==> config.mk <==
export PLATFORM = sky130hd
export DESIGN_NAME = bcp_boot_config
export DESIGN_NICKNAME = d
export VERILOG_FILES = /design/src/include/bcp_pkg.sv /design/src/core/bcp_boot_config.sv /design/src/core/bcp_osc_decode.sv
export SDC_FILE = /design/constraint.sdc
export NUM_CORES = 1
export LEC_CHECK = 0
export CELL_PAD_IN_SITES_DETAIL_PLACEMENT = 0
export CELL_PAD_IN_SITES_GLOBAL_PLACEMENT = 1
export CORE_MARGIN = 4
export CORE_UTILIZATION = 25
export CTS_CLUSTER_DIAMETER = 30
export DETAILED_ROUTE_END_ITERATION = 16
export DONT_BUFFER_PORTS = 1
export GPL_TIMING_DRIVEN = 0
export MAX_ROUTING_LAYER = met4
export PLACE_DENSITY_LB_ADDON = 0.1
export SYNTH_ARGS = -nofsm -noshare
export SYNTH_HDL_FRONTEND = slang
export SYNTH_HIERARCHICAL = 1
export SYNTH_SLANG_ARGS = --single-unit
==> constraint.sdc <==
create_clock -name sys_clk_i -period 1.5 [get_ports sys_clk_i]
set_input_delay 0 -clock sys_clk_i [delete_from_list [all_inputs] [get_ports sys_clk_i]]
set_output_delay 0 -clock sys_clk_i [all_outputs]
set_load 0.03 [all_outputs]
==> src/include/bcp_pkg.sv <==
// Constants, register layout and carrier types of the boot config block.
// Assumes a single system clock and a synchronous active-high reset.
package bcp_pkg;

   // ==========================================================
   // Register indices on the plain register port
   // ==========================================================
   localparam logic [3:0] BCP_ADDR_GSEG = 4'h0;
   localparam logic [3:0] BCP_ADDR_OSC = 4'h1;

   // ==========================================================
   // Field positions
   // ==========================================================
   localparam int BCP_WRP_BIT = 0;
   localparam int BCP_CP_BIT = 1;
   localparam int BCP_SWO_BIT = 7;
   localparam int BCP_LOWPOWER_RC_OSC_PWR_BIT = 6;
   localparam int BCP_SEC_SRC_BIT = 5;

   // ==========================================================
   // Masks and erased values
   // ==========================================================
   localparam logic [1:0] BCP_GSEG_RESET = 2'h3;
   localparam logic [7:0] BCP_OSC_MASK = 8'hE7;
   localparam logic [7:0] BCP_OSC_RESET = 8'hE7;
   localparam logic [5:0] BCP_UNIMPL_ZERO = 6'h00;
   localparam logic [7:0] BCP_RD_ZERO = 8'h00;

   // ==========================================================
   // Initial oscillator select codes
   // ==========================================================
   localparam logic [2:0] BCP_OSEL_FAST_RC = 3'h0;
   localparam logic [2:0] BCP_OSEL_FAST_DIV_PLL = 3'h1;
   localparam logic [2:0] BCP_OSEL_PRI = 3'h2;
   localparam logic [2:0] BCP_OSEL_PRI_PLL = 3'h3;
   localparam logic [2:0] BCP_OSEL_SEC = 3'h4;
   localparam logic [2:0] BCP_OSEL_LP_RC = 3'h5;
   localparam logic [2:0] BCP_OSEL_LP_FAST_DIV = 3'h6;
   localparam logic [2:0] BCP_OSEL_FAST_DIV = 3'h7;

   // ==========================================================
   // Types
   // ==========================================================
   typedef enum logic [2:0] {
      BCP_SRC_FAST_RC,
      BCP_SRC_PRIMARY,
      BCP_SRC_SECONDARY,
      BCP_SRC_LOWPOWER_RC,
      BCP_SRC_LOWPOWER_FAST_RC
   } bcp_src_t;

   typedef struct packed {
      bcp_src_t src;
      logic div_en;
      logic pll_en;
   } bcp_clk_sel_t;

   localparam bcp_clk_sel_t BCP_SEL_INTERNAL = '{
      src: BCP_SRC_FAST_RC, div_en: 1'b0, pll_en: 1'b0};

   typedef struct packed {
      logic [3:0] addr;
      logic [7:0] wdata;
      logic wr;
      logic rd;
   } bcp_bus_req_t;

   typedef enum logic [1:0] {
      BCP_ST_BOOT,
      BCP_ST_INTERNAL,
      BCP_ST_RUN
   } bcp_boot_t;

   typedef struct packed {
      logic [1:0] gseg;
      logic [7:0] osc;
      logic [7:0] rdata;
      bcp_boot_t boot;
      logic rdy_meta;
      logic rdy_sync;
      logic wr_ok;
      logic rd_ok;
      logic wp;
      logic cp;
      bcp_clk_sel_t clk_sel;
      logic swo_active;
      logic swo_en;
      logic lowpower_rc_osc_hp;
      logic xtal_en;
      logic dig_en;
   } bcp_state_t;

   localparam bcp_state_t BCP_STATE_RESET = '{
      gseg: BCP_GSEG_RESET,
      osc: BCP_OSC_RESET,
      rdata: BCP_RD_ZERO,
      boot: BCP_ST_BOOT,
      rdy_meta: 1'b0,
      rdy_sync: 1'b0,
      wr_ok: 1'b0,
      rd_ok: 1'b0,
      wp: 1'b0,
      cp: 1'b0,
      clk_sel: BCP_SEL_INTERNAL,
      swo_active: 1'b0,
      swo_en: 1'b1,
      lowpower_rc_osc_hp: 1'b1,
      xtal_en: 1'b1,
      dig_en: 1'b0};

endpackage

==> src/core/bcp_boot_config.sv <==
// Boot configuration block: segment protection and start-up clock choice.
// Assumes one 40 MHz clock, a synchronous active-high reset, a register
// master on the same clock and an oscillator ready level from outside.
`timescale 1ns/1ps
`default_nettype none

module bcp_boot_config (
   // Clock and reset
   input wire logic sys_clk_i,
   input wire logic srst_i,
   // Register port
   input wire bcp_pkg::bcp_bus_req_t bus_req_i,
   output logic [7:0] rdata_o,
   // Flash access requests
   input wire logic flash_wr_req_i,
   input wire logic code_rd_req_i,
   output logic flash_wr_ok_o,
   output logic code_rd_ok_o,
   output logic segment_write_protect_o,
   output logic segment_code_protect_o,
   // Oscillator side
   input wire logic ext_osc_ready_i,
   output bcp_pkg::bcp_clk_sel_t clk_sel_o,
   output logic switchover_active_o,
   output logic int_ext_switchover_en_o,
   output logic lowpower_rc_high_power_o,
   output logic secondary_crystal_en_o,
   output logic secondary_digital_clk_in_en_o
);

   bcp_pkg::bcp_state_t s;
   bcp_pkg::bcp_state_t next_s;
   bcp_pkg::bcp_clk_sel_t dec_sel;
   logic dec_external;
   logic [2:0] initial_osc_select;

   assign initial_osc_select = s.osc[2:0];

   // ==========================================================
   // Oscillator select decoder
   // ==========================================================
   bcp_osc_decode u_decode (
      .initial_osc_select_i(initial_osc_select),
      .sel_o(dec_sel),
      .external_o(dec_external)
   );

   // ==========================================================
   // Next state
   // ==========================================================
   always_comb begin
      next_s = s;
      next_s.rdata = bcp_pkg::BCP_RD_ZERO;

      // Register reads
      if (bus_req_i.rd) begin
         case (bus_req_i.addr)
            bcp_pkg::BCP_ADDR_GSEG: begin
               next_s.rdata = {bcp_pkg::BCP_UNIMPL_ZERO, s.gseg};
            end
            bcp_pkg::BCP_ADDR_OSC: begin
               next_s.rdata = s.osc & bcp_pkg::BCP_OSC_MASK;
            end
            default: begin
               next_s.rdata = bcp_pkg::BCP_RD_ZERO;
            end
         endcase
      end

      // Register writes
      if (bus_req_i.wr) begin
         case (bus_req_i.addr)
            bcp_pkg::BCP_ADDR_GSEG: begin
               next_s.gseg = s.gseg & bus_req_i.wdata[1:0];
            end
            bcp_pkg::BCP_ADDR_OSC: begin
               next_s.osc = bus_req_i.wdata & bcp_pkg::BCP_OSC_MASK;
            end
            default: begin
               next_s.osc = s.osc;
            end
         endcase
      end

      // Flash access gating
      next_s.wp = ~s.gseg[bcp_pkg::BCP_WRP_BIT];
      next_s.wr_ok = flash_wr_req_i & s.gseg[bcp_pkg::BCP_WRP_BIT];
      next_s.cp = ~s.gseg[bcp_pkg::BCP_CP_BIT];
      next_s.rd_ok = code_rd_req_i & s.gseg[bcp_pkg::BCP_CP_BIT];

      // Ready level synchroniser
      next_s.rdy_meta = ext_osc_ready_i;
      next_s.rdy_sync = s.rdy_meta;

      // Start-up sequence
      case (s.boot)
         bcp_pkg::BCP_ST_BOOT: begin
            if (s.osc[bcp_pkg::BCP_SWO_BIT] && dec_external) begin
               next_s.boot = bcp_pkg::BCP_ST_INTERNAL;
            end else begin
               next_s.boot = bcp_pkg::BCP_ST_RUN;
            end
         end
         bcp_pkg::BCP_ST_INTERNAL: begin
            if (s.rdy_sync || !s.osc[bcp_pkg::BCP_SWO_BIT] ||
                !dec_external) begin
               next_s.boot = bcp_pkg::BCP_ST_RUN;
            end
         end
         bcp_pkg::BCP_ST_RUN: begin
            next_s.boot = bcp_pkg::BCP_ST_RUN;
         end
         default: begin
            next_s.boot = bcp_pkg::BCP_ST_BOOT;
         end
      endcase

      // Clock choice
      if (next_s.boot == bcp_pkg::BCP_ST_INTERNAL) begin
         next_s.clk_sel = bcp_pkg::BCP_SEL_INTERNAL;
      end else begin
         next_s.clk_sel = dec_sel;
      end
      next_s.swo_active = (next_s.boot == bcp_pkg::BCP_ST_INTERNAL);
      next_s.swo_en = s.osc[bcp_pkg::BCP_SWO_BIT];
      next_s.lowpower_rc_osc_hp = s.osc[bcp_pkg::BCP_LOWPOWER_RC_OSC_PWR_BIT];
      next_s.xtal_en = s.osc[bcp_pkg::BCP_SEC_SRC_BIT];
      next_s.dig_en = ~s.osc[bcp_pkg::BCP_SEC_SRC_BIT];
   end

   // ==========================================================
   // State register
   // ==========================================================
   always_ff @(posedge sys_clk_i) begin
      if (srst_i) begin
         s <= bcp_pkg::BCP_STATE_RESET;
      end else begin
         s <= next_s;
      end
   end

   // ==========================================================
   // Outputs
   // ==========================================================
   assign rdata_o = s.rdata;
   assign flash_wr_ok_o = s.wr_ok;
   assign code_rd_ok_o = s.rd_ok;
   assign segment_write_protect_o = s.wp;
   assign segment_code_protect_o = s.cp;
   assign clk_sel_o = s.clk_sel;
   assign switchover_active_o = s.swo_active;
   assign int_ext_switchover_en_o = s.swo_en;
   assign lowpower_rc_high_power_o = s.lowpower_rc_osc_hp;
   assign secondary_crystal_en_o = s.xtal_en;
   assign secondary_digital_clk_in_en_o = s.dig_en;
endmodule

`default_nettype wire

==> src/core/bcp_osc_decode.sv <==
// Decoder from the initial oscillator select field to a clock choice.
// Assumes the field comes from a register on the caller's clock.
`timescale 1ns/1ps
`default_nettype none

module bcp_osc_decode (
   // Select field
   input wire logic [2:0] initial_osc_select_i,
   // Decoded choice
   output bcp_pkg::bcp_clk_sel_t sel_o,
   output logic external_o
);

   // ==========================================================
   // Decode
   // ==========================================================
   always_comb begin
      sel_o = bcp_pkg::BCP_SEL_INTERNAL;
      external_o = 1'b0;
      case (initial_osc_select_i)
         bcp_pkg::BCP_OSEL_FAST_RC: begin
            sel_o.src = bcp_pkg::BCP_SRC_FAST_RC;
         end
         bcp_pkg::BCP_OSEL_FAST_DIV_PLL: begin
            sel_o.src = bcp_pkg::BCP_SRC_FAST_RC;
            sel_o.div_en = 1'b1;
            sel_o.pll_en = 1'b1;
         end
         bcp_pkg::BCP_OSEL_PRI: begin
            sel_o.src = bcp_pkg::BCP_SRC_PRIMARY;
            external_o = 1'b1;
         end
         bcp_pkg::BCP_OSEL_PRI_PLL: begin
            sel_o.src = bcp_pkg::BCP_SRC_PRIMARY;
            sel_o.pll_en = 1'b1;
            external_o = 1'b1;
         end
         bcp_pkg::BCP_OSEL_SEC: begin
            sel_o.src = bcp_pkg::BCP_SRC_SECONDARY;
            external_o = 1'b1;
         end
         bcp_pkg::BCP_OSEL_LP_RC: begin
            sel_o.src = bcp_pkg::BCP_SRC_LOWPOWER_RC;
         end
         bcp_pkg::BCP_OSEL_LP_FAST_DIV: begin
            sel_o.src = bcp_pkg::BCP_SRC_LOWPOWER_FAST_RC;
            sel_o.div_en = 1'b1;
         end
         bcp_pkg::BCP_OSEL_FAST_DIV: begin
            sel_o.src = bcp_pkg::BCP_SRC_FAST_RC;
            sel_o.div_en = 1'b1;
         end
         default: begin
            sel_o = bcp_pkg::BCP_SEL_INTERNAL;
         end
      endcase
   end

endmodule

`default_nettype wire

After elaboration in Yosys (flattened, before gate mapping)
Cells that the tools add are included.
{"block": "totals", "regBits": 34, "input_bits": 19}
{"block": "op_classes", "n_mux": 8, "n_reduce_logical": 17, "eq_ne": 11, "bitwise": 7}
{"operator": "8-bit one-hot mux with 2 select lines", "n": 1}
{"operator": "3-bit one-hot mux with 5 select lines", "n": 1}
{"operator": "3-bit == test, second input constant", "n": 4}
{"operator": "3-bit OR reduction", "n": 3}
{"operator": "2-bit OR reduction", "n": 4}
{"operator": "3-bit by 2-bit == test with 1-bit output, second input constant", "n": 2}
{"operator": "2-bit one-hot mux with 3 select lines", "n": 1}
{"operator": "2-bit by 1-bit == test with 1-bit output, second input constant", "n": 2}
{"operator": "4-bit by 1-bit == test with 1-bit output, second input constant", "n": 1}
{"operator": "4-bit zero test", "n": 1}
{"operator": "2-bit 2-to-1 mux", "n": 2}
{"operator": "1-bit inverter", "n": 4}
{"operator": "2-bit AND reduction", "n": 2}
{"operator": "3-bit by 1-bit == test with 1-bit output, second input constant", "n": 1}
{"operator": "3-bit zero test", "n": 1}
{"operator": "1-bit 2-to-1 mux", "n": 3}
{"operator": "1-bit bitwise AND", "n": 2}
{"operator": "2-bit bitwise AND", "n": 1}
{"operator": "2-bit == test, second input constant", "n": 1}
{"operator": "1-bit zero test", "n": 2}
{"operator": "2-bit zero test", "n": 1}
{"operator": "1-bit logical OR", "n": 2}
{"operator": "1-bit logical AND", "n": 1}

Longest topological paths before layout
{"block": "logic_depth", "word_depth": 9, "depth_mapped": 5, "depth_no_buf": 5}

By module
The synthesis kept the hierarchy.
{"mod": "bcp_boot_config", "instances": 1, "cells_per_inst": 112, "seq_area_each_um2": 640.6, "area_per_inst_um2": 1121.1}
{"mod": "bcp_osc_decode", "instances": 1, "cells_per_inst": 10, "seq_area_each_um2": 0.0, "area_per_inst_um2": 60.1}

Worst setup path before layout
Ideal clock, no wire load.
{"block": "synth_path", "kind": "register -> register", "from": "register s (netlist bit initial_osc_select[2])", "to": "register s (netlist bit clk_sel_o[0])", "stages_incl_launch_ff": 6, "path_buffers": 0, "setup_time_ps": 115, "required_time_ps": 1385, "t_arrival_ps": 1277, "setup_slack_ps": 108, "path_cell_list": "dfxtp_1 -> or3b_1 -> o21ai_0 -> nor2b_1 -> a31oi_1 -> and2_1"}
{"block": "synth_between", "elab_chain_cells": 9}
{"item": "from (decl)", "line_no": "bcp_boot_config.sv:31", "rtl": "bcp_pkg::bcp_state_t s;"}
{"item": "from (signal assigned)", "line_no": "bcp_boot_config.sv:136", "rtl": "s <= bcp_pkg::BCP_STATE_RESET;"}
{"item": "from (signal assigned)", "line_no": "bcp_boot_config.sv:138", "rtl": "s <= next_s;"}
{"item": "3-bit by 2-bit == test with 1-bit output / 3-bit == test (equally long branches)", "line_no": "bcp_osc_decode.sv:20", "rtl": "case (initial_osc_select_i)"}
{"item": "3-bit OR reduction (no line) *"}
{"item": "1-bit 2-to-1 mux *", "line_no": "bcp_osc_decode.sv:20"}
{"item": "net dec_external", "line_no": "bcp_boot_config.sv:34", "rtl": "logic dec_external;"}
{"item": "1-bit zero test", "line_no": "bcp_boot_config.sv:106", "rtl": "!dec_external) begin"}
{"item": "1-bit logical OR", "line_no": "bcp_boot_config.sv:105", "rtl": "if (s.rdy_sync || !s.osc[bcp_pkg::BCP_SWO_BIT] ||"}
{"item": "2-bit 2-to-1 mux", "line_no": "bcp_boot_config.sv:105"}
{"item": "2-bit one-hot mux with 3 select lines *", "line_no": "bcp_boot_config.sv:96", "rtl": "case (s.boot)"}
{"item": "2-bit by 1-bit == test with 1-bit output *", "line_no": "bcp_boot_config.sv:119", "rtl": "if (next_s.boot == bcp_pkg::BCP_ST_INTERNAL) begin"}
{"item": "2-bit OR reduction (no line) *"}
Mark *: on every way through the listed nets, which the timed path passes. The rest lies on a longest branch.
A chain may end at the register's enable or synchronous reset.

Final worst setup path
{"block": "layout_path", "from": "register s (netlist bit initial_osc_select[2])", "to": "register s (netlist bit clk_sel_o[3])"}
The elaborated chain is that of the path after synthesis.

==> flow_summary.yaml <==
layout:
  fin_area_mm2: 0.001514
  drive_gt1_frac: 0.2014
  final_nets: 163
  syn_to_final_growth_pct: 28.18
  fill_cells: 484
  antenna_cells: 0
logic_synthesis:
  ys_types: 25
  avgSynthCellArea_um2: 9.681
  ys_seq_area_frac: 0.5424
  synth-edff-count: 0
  syn_area_mm2: 0.001181
  synth.most_common_cell: "dfxtp_1"
  synth_top_area_frac: 0.5424
  ys_ff_latch: 32
  yosysWarnings: 6
  synthCells: 122
  async_reset_ff_frac: 0
  yosysTopAreaCell: "dfxtp_1"
  synthFlopType: "dfxtp_1"
  synth_area_leaders: "dfxtp_1 (54%), buf_4 (8.3%), nor2_1 (7.6%)"
  synth_common_cells: "dfxtp_1 (32), nor2_1 (24), buf_4 (13)"
drt:
  postRouteAntennaNets: 0
  routed_wl_um: 2216
  drc: 0
  firstDrtPassIters: 2
  num_vias: 801
  routedWlPerCell_um: 11.31
  avgViaCountPerCell: 4.087
  drt-initial-drc-count: 40
worst_setup_path:
  startpoint: "initial_osc_select[2]$_SDFFE_PP1P_"
  rr_startpoint: "initial_osc_select[2]$_SDFFE_PP1P_"
  start_kind: "flip-flop"
  end_kind: "flip-flop"
  arrival_ns: 1.57
  path_buf_inv: 0
  crit_family: "simple AND/OR/NAND/NOR gates"
  slowest_stage: "dfxtp_4"
  cp_max_fo: 9
  crit_type: "flip-flop to flip-flop"
  required_ns: 1.67
  cp_cell_sequence: "or3b_1 -> o21ai_0 -> nor2b_4 -> a31oi_4 -> and2_1"
  cpPeakStageDelay_ns: 0.38
power:
  p_leak_nw: 0.7024
  peakVddDrop_mv: 0.3484
  p_per_area_mw_per_mm2: 1123
global_routing:
  grt_busiest_layer: "met2"
  grt_overflow: 0
  grt_start_max_net_pins: 11
  use_met2: 0.1211
  track_usage: 0.08316
  met1_usage: 0.08921
  grt_pass1_vias: 780
  antenna_found_initial: 0
  grt_util_met3: 0.04450
  grt_first_pass_wirelength_um: 3643
floorplan:
  io-pin-count: 41
  die_area_mm2: 0.005888
  die_x_um: 76.74
  fp.dieH_um: 76.74
  coreArea_mm2: 0.004474
  rows: 24
  start_util: 0.2640
timing:
  whs_ns: 0.02329
  finalCritPeriodShare: 0.9362
  finalClockSkew_ns: 0.005604
  setup_viol: 0
  worstMarginPinSlew_ns: 0.5181
  rsz0062_at_grt: "no"
  slew_headroom: 0.6546
  worst_slack_ns: 0.09570
  slew_violations: 0
  fmax_mhz: 712.1
  period_needed_ns: 1.404
  hold_viol_final: 0
cts:
  cts.sinks: 32
  cts_root_buf: "clkbuf_8"
  cts_buffers: 5
  insertion_delay_ns: 0.28
  postCtsSetupRepairBufs: 0
  clk_pin_slew_ns: 0.06
  cts_tree: "done"
  clockBufferDepth: 2
  cts-htree-levels: 2
min_path:
  hp-class: "input pin to flip-flop"
  worstHoldStart: "bus_req_i[11]"
run_status:
  outcome: "finished, final reports clean"
placed_design:
  place.gp.congestion: 0.6587
  place_area_mm2: 0.001250
  port-buffer-count: 0
  dp_hpwl_um: 1631
  post-place-ws_ns: -0.07039
run:
  drv_cap: 0
## sequential cells by signal, summed over array words and instances, names as in the netlist
signal / count
clk_sel_o: 5
code_rd_ok_o: 1
flash_wr_ok_o: 1
initial_osc_select: 3
int_ext_switchover_en_o: 1
lowpower_rc_high_power_o: 1
next_s: 4
rdata_o: 6
s: 5
secondary_crystal_en_o: 1
secondary_digital_clk_in_en_o: 1
segment_code_protect_o: 1
segment_write_protect_o: 1
switchover_active_o: 1
## cells in the final DEF (no fill, tap or decap), drive strengths merged
cell         Yosys  layout
or3b             1       1
clkbuf           3      10
a21boi           1       1
dlygate4sd3      0      14
nand4b           1       1
nor2            24      24
or4b             1       1
buf             13      13
dfxtp           32      32
a21bo            1       1
nand2            7       7
nand2b           2       2
nor2b            5       5
a211o            3       3
o31ai            2       2
and2             5       5
nand3b           1       1
a31oi            1       1
nand3            2       2
mux2i            5       5
nand4            1       1
inv              8       8
conb             1       2
o21ai            2       2
## cell families after synthesis
logic type,Yosys count,synth area share
AND/OR/NAND/NOR,50,0.2140
flip-flops,32,0.5424
buffers and inverters,24,0.1261
AO/OA/AOI/OAI,10,0.07203
multiplexers,5,0.04237
other,1,0.003175
## worst register-to-register path, cell delays in order, from the launching register on
cell     delay (ns)
dfxtp_4        0.38
or3b_1         0.34
o21ai_0        0.09
nor2b_4        0.20
a31oi_4        0.11
and2_1         0.18
## timing repair
action / in CTS / in global routing
hold buffers: 14 / 0
setup endpoints to repair: 6 / 6
gates resized for setup: 2 / 5
endpoints found under the hold margin: 23 / 0
## metrics by stage
stage / setup TNS, ns / utilization / total power, mW / cells
after floorplan: 0 / - / 0.9784 / 123
after global placement: -0.3947 / 0.2794 / 0.9926 / 175
after detailed placement: -0.3957 / 0.2794 / 0.9930 / 175
after CTS: 0 / 0.3339 / 1.737 / 196
after global routing: 0 / 0.3384 / 1.786 / 196
final: 0 / 0.3384 / 1.700 / 196
## layout make-up
| type | instances | area (um^2) | share of cell area |
|---|---|---|---|
| plain buffers | 16 | 118.9 | 0.07851 |
| clock buffers | 7 | 96.34 | 0.06364 |
| inverters | 8 | 30.03 | 0.01983 |
| multi-input cells | 67 | 417.9 | 0.2760 |
| flip-flops and latches | 32 | 645.6 | 0.4264 |
| well taps | 52 | 65.06 | 0.04298 |
| repair buffers | 14 | 140.1 | 0.09256 |
## path summary, 6_finish.rpt
| kind | endpoint | slack [ns] | cells after the start |
|---|---|---|---|
| max | clk_sel_o[3]$_SDFF_PP0_ | 0.1 | 5 |
| min | rdata_o[2]$_SDFF_PP0_ | 0.02 | 3 |
| max reg2reg | clk_sel_o[3]$_SDFF_PP0_ | 0.1 | 5 |
| min reg2reg | rdata_o[5]$_SDFF_PP0_ | 0.43 | 2 |
## report_power, final
part / internal (mW) / total, mW / switching (mW)
clock network: 0.408 / 0.699 / 0.291
logic: 0.0579 / 0.115 / 0.0572
registers: 0.867 / 0.886 / 0.0186
## layer usage
| layer | wire length (um) | vias up | share of wire |
|---|---|---|---|
| li1 | - | 414 | - |
| met1 | 978 | 358 | 0.44 |
| met2 | 1034 | 24 | 0.47 |
| met3 | 157 | 5 | 0.071 |
| met4 | 46 | 0 | 0.021 |
| met5 | 0 | - | 0 |
(Power assumes the default switching activity.)
